`src/pid_regs_params.svh`:
```
/*
 constants for the coefficient, result and error-history register bank:
 byte offsets, field widths and positions, reset values.
 assumes inclusion by bare name from the package and the design modules.
*/
`ifndef PID_REGS_PARAMS_SVH
`define PID_REGS_PARAMS_SVH

// register byte addresses on the apb bus
`define OFS_DERIV_COEFF_HIGH 12'h000
`define OFS_DERIV_COEFF_LOW 12'h004
`define OFS_RESULT_TOP_NIBBLE 12'h008
`define OFS_RESULT_BYTE3 12'h00C
`define OFS_RESULT_BYTE2 12'h010
`define OFS_RESULT_BYTE1 12'h014
`define OFS_RESULT_BYTE0 12'h018
`define OFS_PREV_ERROR_TOP_BIT 12'h01C
`define OFS_PREV_ERROR_HIGH 12'h020
`define OFS_PREV_ERROR_LOW 12'h024
`define OFS_STATUS 12'h028

// field widths
`define COEFF_W 16
`define RESULT_W 36
`define ERROR_W 17
`define BYTE_W 8
`define ADDR_W 12
`define NUM_BYTE_REGS 10

// reset values
`define COEFF_RST 16'h0000
`define RESULT_RST 36'h0_0000_0000
`define ERROR_RST 17'h0_0000

// status register bit position
`define STATUS_BUSY_BIT 0

`endif

```
`src/pid_regs_pkg.sv`:
```
/*
 types shared by the register bank and its helpers.
 assumes pid_regs_params.svh is on the include path.
*/
`include "pid_regs_params.svh"

package pid_regs_pkg;

   // one apb request as seen by the slave
   typedef struct packed {
      logic sel;
      logic enable;
      logic write;
      logic [`ADDR_W-1:0] addr;
      logic [31:0] wdata;
      logic [3:0] strb;
   } apb_req_t;

   // datapath update of result and error history
   typedef struct packed {
      logic result_load;
      logic [`RESULT_W-1:0] result_val;
      logic error_load;
      logic [`ERROR_W-1:0] error_val;
   } calc_upd_t;

   // byte register selectors
   typedef enum logic [3:0] {
      SEL_COEFF_HI,
      SEL_COEFF_LO,
      SEL_RES_TOP,
      SEL_RES_B3,
      SEL_RES_B2,
      SEL_RES_B1,
      SEL_RES_B0,
      SEL_ERR_TOP,
      SEL_ERR_HI,
      SEL_ERR_LO,
      SEL_STATUS,
      SEL_NONE
   } reg_sel_t;

endpackage

```
`src/pid_coeff_result_error_regs.sv`:
```
/*
 apb register bank of the pid accelerator holding the derivative
 coefficient, the 36-bit result and the 17-bit previous error term, plus
 a status register showing the calculation-in-progress flag.
 assumes the pid datapath runs on pclk and drives calc_* pulses.
*/
//
// Behaviour
// - 16-bit derivative coefficient, high and low byte, both read/write.
// - result loaded whenever calc_upd.result_load is high, not tied to calc_done; software reads and writes it.
// - result spread over five byte registers, top holds bits 35 to 32.
// - previous error term holds last iteration's input minus set point.
// - previous error term is 17 bits over upper, high and low registers.
// - unused bits read zero and ignore writes.
// - all implemented bits clear to zero on every reset.
// - busy flag set when calculating starts, cleared when done.
`timescale 1ns/100ps
`default_nettype none
`include "pid_regs_params.svh"

module pid_coeff_result_error_regs
   import pid_regs_pkg::*;
(
   input wire logic pclk, // bus clock, 20 mhz
   input wire logic presetn, // async reset, active low
   input wire logic psel, // apb select
   input wire logic penable, // apb access phase
   input wire logic pwrite, // apb direction
   input wire logic [`ADDR_W-1:0] paddr, // apb byte address
   input wire logic [31:0] pwdata, // apb write data
   input wire logic [3:0] pstrb, // apb byte strobes
   output logic [31:0] prdata, // apb read data, registered
   output logic pready, // apb ready, always high
   output logic pslverr, // apb error on unmapped address
   input wire logic calc_start, // pulse: calculation begins
   input wire logic calc_done, // pulse: calculation finished
   input wire calc_upd_t calc_upd, // datapath result and error update
   output logic [`COEFF_W-1:0] deriv_coefficient, // coefficient to datapath
   output logic [`RESULT_W-1:0] result_value, // current result
   output logic [`ERROR_W-1:0] previous_error_term, // error history to datapath
   output logic busy // calculation in progress
);

   ////////////////////////////////////////////////////////////////////////
   // state

   typedef struct packed {
      logic [`COEFF_W-1:0] coeff;
      logic [`RESULT_W-1:0] result;
      logic [`ERROR_W-1:0] err;
      logic [31:0] rdata;
   } bank_state_t;

   bank_state_t state_reg;
   bank_state_t state_next;
   apb_req_t req;
   reg_sel_t sel;
   logic busy_int;
   logic access;
   logic setup;
   logic wr_en;
   logic [`BYTE_W-1:0] wbyte;

   ////////////////////////////////////////////////////////////////////////
   // bus capture and decode

   // gather apb signals into one request
   assign req = '{sel: psel, enable: penable, write: pwrite, addr: paddr,
                  wdata: pwdata, strb: pstrb};

   pid_addr_decode u_decode
   (
      .addr(req.addr),
      .sel(sel)
   );

   pid_busy_tracker u_busy
   (
      .pclk(pclk),
      .presetn(presetn),
      .calc_start(calc_start),
      .calc_done(calc_done),
      .busy(busy_int)
   );

   // zero-wait access, writes only through byte lane 0
   assign access = req.sel && req.enable;
   assign setup = req.sel && !req.enable;
   assign wr_en = access && req.write && req.strb[0];
   assign wbyte = req.wdata[`BYTE_W-1:0];

   ////////////////////////////////////////////////////////////////////////
   // next-state logic

   // software writes win over a same-cycle datapath update of that byte
   always_comb
   begin
      state_next = state_reg;
      if (calc_upd.result_load)
         state_next.result = calc_upd.result_val;
      if (calc_upd.error_load)
         state_next.err = calc_upd.error_val;
      if (wr_en)
      begin
         case (sel)
            SEL_COEFF_HI: state_next.coeff[15:8] = wbyte;
            SEL_COEFF_LO: state_next.coeff[7:0] = wbyte;
            SEL_RES_TOP: state_next.result[35:32] = wbyte[3:0];
            SEL_RES_B3: state_next.result[31:24] = wbyte;
            SEL_RES_B2: state_next.result[23:16] = wbyte;
            SEL_RES_B1: state_next.result[15:8] = wbyte;
            SEL_RES_B0: state_next.result[7:0] = wbyte;
            SEL_ERR_TOP: state_next.err[16] = wbyte[0];
            SEL_ERR_HI: state_next.err[15:8] = wbyte;
            SEL_ERR_LO: state_next.err[7:0] = wbyte;
            default: state_next.coeff = state_next.coeff;
         endcase
      end
      // read data captured at the setup edge so it stands through the access
      // phase; a datapath load in that one cycle shows on the next read
      if (setup && !req.write)
      begin
         case (sel)
            SEL_COEFF_HI: state_next.rdata = {24'h000000, state_reg.coeff[15:8]};
            SEL_COEFF_LO: state_next.rdata = {24'h000000, state_reg.coeff[7:0]};
            SEL_RES_TOP: state_next.rdata = {28'h0000000, state_reg.result[35:32]};
            SEL_RES_B3: state_next.rdata = {24'h000000, state_reg.result[31:24]};
            SEL_RES_B2: state_next.rdata = {24'h000000, state_reg.result[23:16]};
            SEL_RES_B1: state_next.rdata = {24'h000000, state_reg.result[15:8]};
            SEL_RES_B0: state_next.rdata = {24'h000000, state_reg.result[7:0]};
            SEL_ERR_TOP: state_next.rdata = {31'h00000000, state_reg.err[16]};
            SEL_ERR_HI: state_next.rdata = {24'h000000, state_reg.err[15:8]};
            SEL_ERR_LO: state_next.rdata = {24'h000000, state_reg.err[7:0]};
            SEL_STATUS: state_next.rdata = 32'h00000000 | (32'h00000001 << `STATUS_BUSY_BIT)
                                           & {32{busy_int}};
            default: state_next.rdata = 32'h00000000;
         endcase
      end
   end

   ////////////////////////////////////////////////////////////////////////
   // state register

   // every implemented bit clears on reset
   always_ff @(posedge pclk or negedge presetn)
   begin
      if (!presetn)
      begin
         state_reg.coeff <= `COEFF_RST;
         state_reg.result <= `RESULT_RST;
         state_reg.err <= `ERROR_RST;
         state_reg.rdata <= 32'h00000000;
      end
      else
         state_reg <= state_next;
   end

   ////////////////////////////////////////////////////////////////////////
   // outputs

   // no wait states; read data already stands during the access phase
   assign pready = 1'b1;
   assign pslverr = access && (sel == SEL_NONE);
   assign prdata = state_reg.rdata;
   assign deriv_coefficient = state_reg.coeff;
   assign result_value = state_reg.result;
   assign previous_error_term = state_reg.err;
   assign busy = busy_int;

endmodule
`default_nettype wire

```
`src/pid_addr_decode.sv`:
```
/*
 address decoder: maps an apb byte address to a register selector.
 assumes word-aligned addresses; anything else decodes as unmapped.
*/
`timescale 1ns/100ps
`default_nettype none
`include "pid_regs_params.svh"

module pid_addr_decode
   import pid_regs_pkg::*;
(
   input wire logic [`ADDR_W-1:0] addr, // apb byte address
   output reg_sel_t sel // decoded register
);

   // address to selector lookup
   function automatic reg_sel_t decode(input logic [`ADDR_W-1:0] a);
      reg_sel_t s;
      s = SEL_NONE;
      case (a)
         `OFS_DERIV_COEFF_HIGH: s = SEL_COEFF_HI;
         `OFS_DERIV_COEFF_LOW: s = SEL_COEFF_LO;
         `OFS_RESULT_TOP_NIBBLE: s = SEL_RES_TOP;
         `OFS_RESULT_BYTE3: s = SEL_RES_B3;
         `OFS_RESULT_BYTE2: s = SEL_RES_B2;
         `OFS_RESULT_BYTE1: s = SEL_RES_B1;
         `OFS_RESULT_BYTE0: s = SEL_RES_B0;
         `OFS_PREV_ERROR_TOP_BIT: s = SEL_ERR_TOP;
         `OFS_PREV_ERROR_HIGH: s = SEL_ERR_HI;
         `OFS_PREV_ERROR_LOW: s = SEL_ERR_LO;
         `OFS_STATUS: s = SEL_STATUS;
         default: s = SEL_NONE;
      endcase
      return s;
   endfunction

   // combinational decode
   always_comb
   begin
      sel = decode(addr);
   end

endmodule
`default_nettype wire

```
`src/pid_busy_tracker.sv`:
```
/*
 calculation-in-progress flag: set by a start pulse, cleared by a done
 pulse. assumes start and done come from logic on pclk.
*/
`timescale 1ns/100ps
`default_nettype none

module pid_busy_tracker
(
   input wire logic pclk, // bus clock
   input wire logic presetn, // async reset, active low
   input wire logic calc_start, // pulse: calculation begins
   input wire logic calc_done, // pulse: calculation finished
   output logic busy // level: calculating
);

   typedef struct packed {
      logic busy;
   } busy_state_t;

   busy_state_t state_reg;
   busy_state_t state_next;

   // start wins over a coincident done so a new run is not lost
   always_comb
   begin
      state_next = state_reg;
      if (calc_start)
         state_next.busy = 1'b1;
      else if (calc_done)
         state_next.busy = 1'b0;
   end

   // state register
   always_ff @(posedge pclk or negedge presetn)
   begin
      if (!presetn)
         state_reg <= '0;
      else
         state_reg <= state_next;
   end

   assign busy = state_reg.busy;

endmodule
`default_nettype wire

```
`config.mk`:
```
export PLATFORM = sky130hd
export DESIGN_NAME = pid_coeff_result_error_regs
export DESIGN_NICKNAME = d
export VERILOG_FILES = /design/src/pid_regs_pkg.sv /design/src/pid_coeff_result_error_regs.sv /design/src/pid_addr_decode.sv /design/src/pid_busy_tracker.sv
export VERILOG_INCLUDE_DIRS = /design/src
export SDC_FILE = /design/constraint.sdc
export NUM_CORES = 1
export LEC_CHECK = 0
export BUFFER_PORTS_ARGS = -buffer_cell sky130_fd_sc_hd__buf_2
export CAP_MARGIN = 15
export CORE_AREA = 3 3 146 77
export DETAILED_ROUTE_END_ITERATION = 12
export DIE_AREA = 0 0 149 80
export HOLD_SLACK_MARGIN = 0.1
export PLACE_DENSITY = 0.75
export RECOVER_POWER = 50
export SLEW_MARGIN = 25
export SYNTH_ARGS = -nofsm -noshare
export SYNTH_HDL_FRONTEND = slang
export SYNTH_SLANG_ARGS = --single-unit
```
`constraint.sdc`:
```
create_clock -name pclk -period 3.33 [get_ports pclk]
set_clock_uncertainty 0.1 [all_clocks]
set_input_delay 0.666 -clock pclk [delete_from_list [all_inputs] [get_ports pclk]]
set_output_delay 0.666 -clock pclk [all_outputs]
set_load 0.05 [all_outputs]
```
# ---- Yosys cells after proc, flatten, opt, wreduce, memory -nomap -nowiden
# Cells that the tools add are included.
dict set report word_totals {
  ramBits 0
  register_bits 102
  rom_bits 0
  latch_bits 0
  memories 0
  elab_cells 55
}
dict set report classes {
  mul 0
  add_sub_neg 0
  n_mux 15
  n_lt_le_gt_ge 0
  n_shift 0
  reduce_logical 13
  n_div 0
  eq_ne 21
  bitwise 0
}
# cell count
set ops {}
lappend ops {{$pmux W8 S11} 1}
lappend ops {{$mux W53} 1}
lappend ops {{$eq A12 B5 Y1 const B} 4}
lappend ops {{$mux W8} 6}
lappend ops {{$pmux W4 S11} 1}
lappend ops {{$eq A12 B6 Y1 const B} 3}
lappend ops {{$mux W36} 1}
lappend ops {{$eq A12 B4 Y1 const B} 2}
lappend ops {{$mux W17} 1}
lappend ops {{$eq A4 B3 Y1 const B} 4}
lappend ops {{$eq A4 B4 Y1 const B} 4}
lappend ops {{$eq A12 B3 Y1 const B} 1}
lappend ops {{$logic_not A12 Y1} 1}
lappend ops {{$eq A4 B2 Y1 const B} 2}
lappend ops {{$logic_and A1 B1 Y1} 6}
lappend ops {{$eq A4 B1 Y1 const B} 1}
lappend ops {{$logic_not A4 Y1} 1}
lappend ops {{$mux W4} 1}
lappend ops {{$reduce_and A2 Y1} 2}
lappend ops {{$mux W1} 3}
lappend ops {{$logic_not A1 Y1} 2}
lappend ops {{$reduce_bool A2 Y1} 1}

# ---- Depth between registers and ports, before layout
dict set report depth {
  depth_word 5
  depth_mapped 7
  depth_no_buf 5
}

# ---- Modules after synthesis
# From an unflattened synthesis, not the netlist that was laid out.
dict set report unflattened {
  cells_unflattened 446
  area_unflattened_um2 4500.6
}
# module cells_per_inst area_each_um2 instances
set by_module_without_submodules {}
lappend by_module_without_submodules {pid_coeff_result_error_regs 435 4401.7 1}
lappend by_module_without_submodules {pid_addr_decode 8 62.6 1}
lappend by_module_without_submodules {pid_busy_tracker 3 36.3 1}

# ---- Worst setup path after synthesis
# OpenSTA, ideal clock, no wires.
dict set report synth_path {
  path_type {input to output}
  start {in paddr[9]}
  end {out pslverr}
  t_required_ns 2.564
  path_slack_ns 0.570
  cell_stages 4
  arrival_time_ns 1.994
  cell_sequence {or4_1 > buf_2 > a2111o_1 > and3_1}
}
dict set report synth_between {
  elab_chain_cells 4
  elab_cells_between_ends 14
  cone_classes {eq/ne: 11; mux: 1; reduce/logical: 2}
}
# item line
set synth_rtl {}
lappend synth_rtl {{from (decl)} pid_coeff_result_error_regs.sv:29} ;# input wire logic [`ADDR_W-1:0] paddr,
lappend synth_rtl {{$eq A12 B6 Y1, or another cell as far along} pid_addr_decode.sv:20} ;# case (a)
lappend synth_rtl {{$pmux W4 S11 (*)} pid_addr_decode.sv:20}
lappend synth_rtl {{$eq A4 B4 Y1 (*)} pid_coeff_result_error_regs.sv:163} ;# assign pslverr = access && (sel == SEL_NONE);
lappend synth_rtl {{$logic_and A1 B1 Y1 (*)} pid_coeff_result_error_regs.sv:163}
lappend synth_rtl {{to (decl)} pid_coeff_result_error_regs.sv:34} ;# output logic pslverr,
# Every way passes the cells marked *; elsewhere a longest branch is shown, timed or not.

# ---- Worst setup path after layout
dict set report layout_path {
  start {in paddr[4]}
  end {out pslverr}
}
# Same word-level chain as after synthesis.

==> impl_metrics.json <==
{
  "status": "finished with violations",
  "failed_checks": "capacitance limit, slew limit",
  "n_fill_cell": 955,
  "initial_core_util_pct": 44.5,
  "multiInputGateArea_mm2": 0.00229,
  "crit_arrival_ns": 2.13,
  "drt-pass1-iter-count": 5,
  "post_cts_resized": 0,
  "drt_wl_total_um": 16000,
  "rsz0062_at_grt": "no",
  "syn_avg_cell_area_um2": 9.51,
  "grt_usage_pct": 26.8,
  "p_leak_nw": 2.69,
  "antenna_found_initial": 0,
  "synth_ff_type": "dfrtp_1",
  "utilization_pct": 55.7,
  "yosysTopAreaCell": "dfrtp_1",
  "cts_root_buf": "clkbuf_16",
  "core-area_mm2": 0.0101,
  "dr.first_iter.drc_count": 528,
  "seqCellArea_mm2": 0.00195,
  "period_minus_slack_ns": 2.89,
  "io_buffers": 161,
  "path_clk_slew_ns": 0.06,
  "setup_slack_ns": 0.437,
  "yosysTopAreaCellShare_pct": 43.5,
  "clock_latency_ns": 0.34,
  "fin_crit_sh_pct": 86.9,
  "antenna_cells": 0,
  "p_seq_share_pct": 38.5,
  "drive_above_1_share_pct": 28.9,
  "vias": 4272,
  "clkPwrFrac_pct": 38.2,
  "p_switching_mw": 0.964,
  "area_growth_pct": 25.1,
  "yosys.cell_types.count": 54,
  "cts.sinks": 78,
  "cts_buffers": 9,
  "grt_pass1_vias": 4097,
  "mappedNetlistArea_mm2": 0.00449,
  "ir_drop_mv": 0.264,
  "p_sw_share_pct": 34.3,
  "fmax_mhz": 346,
  "drv_cap": 1,
  "grt_pass1_wl_um": 24000,
  "hold_path.class": "reg2reg",
  "critical_path_required_ns": 2.56,
  "final_nets": 732,
  "setup_tns_ns": 0,
  "yosys_warnings": 0,
  "post-route-drc-count": 0,
  "slew_violations": 79,
  "ys_ff_latch": 78,
  "power_frac_comb_pct": 23.3,
  "grt_overflow": 0,
  "routabilityCongestion": 0.978,
  "hold_viol": 0,
  "viasPerCell": 5.57,
  "place_ws_ns": 0.439,
  "cts-hold-fix-buffers": 0,
  "worstSetupEndpointType": "primary output",
  "p_int_mw": 1.85,
  "pin_count": 214,
  "h-tree-depth": 3,
  "rows": 26,
  "cts_setup_buffers": 0,
  "tightestPinTransition_ns": 1.99,
  "dieWidth_um": 149,
  "cts_tree": "done",
  "critical_path_class": "in2out",
  "die_area_mm2": 0.0119,
  "fin_area_mm2": 0.00562,
  "synth_area_leaders": "dfrtp_1, mux2i_1, a21oi_1",
  "cts_max_path_buffers": 2,
  "dp_hpwl_um": 11900,
  "wl_per_cell_um": 20.8,
  "die_h_um": 80,
  "setup_violations": 0,
  "max_slew_margin_pct": -32.5,
  "place_area_mm2": 0.00533,
  "detail-route-antenna-nets": 0,
  "powerDensity_mw_per_mm2": 501,
  "setup.worst_path.start_class": "primary input",
  "ys_async_sr_fraction_pct": 100,
  "crit_path_max_fanout": 9,
  "synth_seq_area_share_pct": 43.5,
  "synthCells": 472,
  "synth_edf_count": 0,
  "grt_max_degree": 79
}
==> routing by layer <==
layer  track usage [%]  vias to the layer above  wire [um]
li1                  -                     1961          -
met1              40.1                     2106       7510
met2              40.0                      187       6990
met3              5.05                       18       1220
met4              6.39                        0        236
met5                 0                        -          0
==> final timing paths <==
path	start	end	slack [ns]	cells past startpoint
worst max-delay path	paddr[4]	pslverr	0.44	5
worst min-delay path	prdata[2]	prdata[2]	0.38	2
worst max register to register	deriv_coefficient[10]	prdata[2]	1.48	5
worst min register to register	prdata[2]	prdata[2]	0.38	2
max in group asynchronous	presetn	previous_error_term[16]	1.17	1
min in group asynchronous	presetn	deriv_coefficient[4]	0.80	1
==> state kept, by name, indices dropped and copies added (netlist names) <==
| name | count |
|---|---|
| deriv_coefficient | 16 |
| prdata | 8 |
| previous_error_term | 17 |
| result_value | 36 |
| u_busy.busy | 1 |
==> critical path: stages <==
cell and delay, ns:
buf_2 0.18, a211o_1 0.42, a2111o_1 0.46, and3_1 0.19
buf_2 0.20
==> power by group through the flow <==
stage | registers (mW) | clock network [mW] | logic, mW
2_1_floorplan | 1.31 | 0 | 0.249
3_3_place_gp | 1.09 | 0 | 0.652
3_5_place_dp | 1.10 | 0 | 0.660
4_1_cts | 1.08 | 1.08 | 0.661
5_1_grt | 1.09 | 1.13 | 0.689
6_report | 1.08 | 1.07 | 0.656
==> layout make-up <==
cell class | instances | area share (%)
repair buffers | 175 | 15.4
clock inverters | 6 | 1.52
clock buffers | 10 | 4.26
well taps | 140 | 3.12
inverters | 3 | 0.201
multi-input cells | 355 | 40.8
flip-flops and latches | 78 | 34.8
==> synth_stat cells, drive strengths merged, types with 4 or more instances <==
cell type,instances
clkbuf,13
mux2i,59
buf,46
dfrtp,78
nor2,67
nand2,21
nor4,4
o21ai,13
nor2b,7
a21oi,59
nand4,10
nor4b,5
nand3,11
a22oi,11
and3,4
nor3,4
mux2,18
==> through the flow <==
stage                     hold WS, ns  total power [mW]  cells
after CTS                       0.382              2.82    766
after global placement          0.365              1.75    750
after global routing            0.401              2.90    767
after floorplan                 0.270              1.56    495
final                           0.382              2.81    767
after detailed placement        0.369              1.76    750
==> layout by cell type, fill, tap and decap left out, drive strengths merged, types with 3 or more instances in the layout <==
cell    synthesis  routed
nor4b           5       5
a22oi          11      11
a21oi          59      59
and2            3       3
nand4          10      10
nor4            4       4
nand3          11      11
nand2          21      21
mux2i          59      59
nor3            4       4
buf            46     135
and3            4       4
or3             3       3
nor2b           7       7
nor2           67      67
mux2           18      18
o21ai          13      13
inv             3       3
dfrtp          78      78
clkbuf         13      50
conb            2      25
==> cells by family (layout without fill, tap and decap cells) <==
logic type             count (synthesis)  in the layout  synth area share [%]
AOI/OAI and AO/OA                    107            107                  14.4
DFF                                   78             78                  43.5
buffers and inverters                 62            194                  7.58
muxes                                 77             77                  17.7
and+or+nand+nor                      146            146                  16.7
other                                  2             25                 0.167
(Power assumes the default switching activity.)
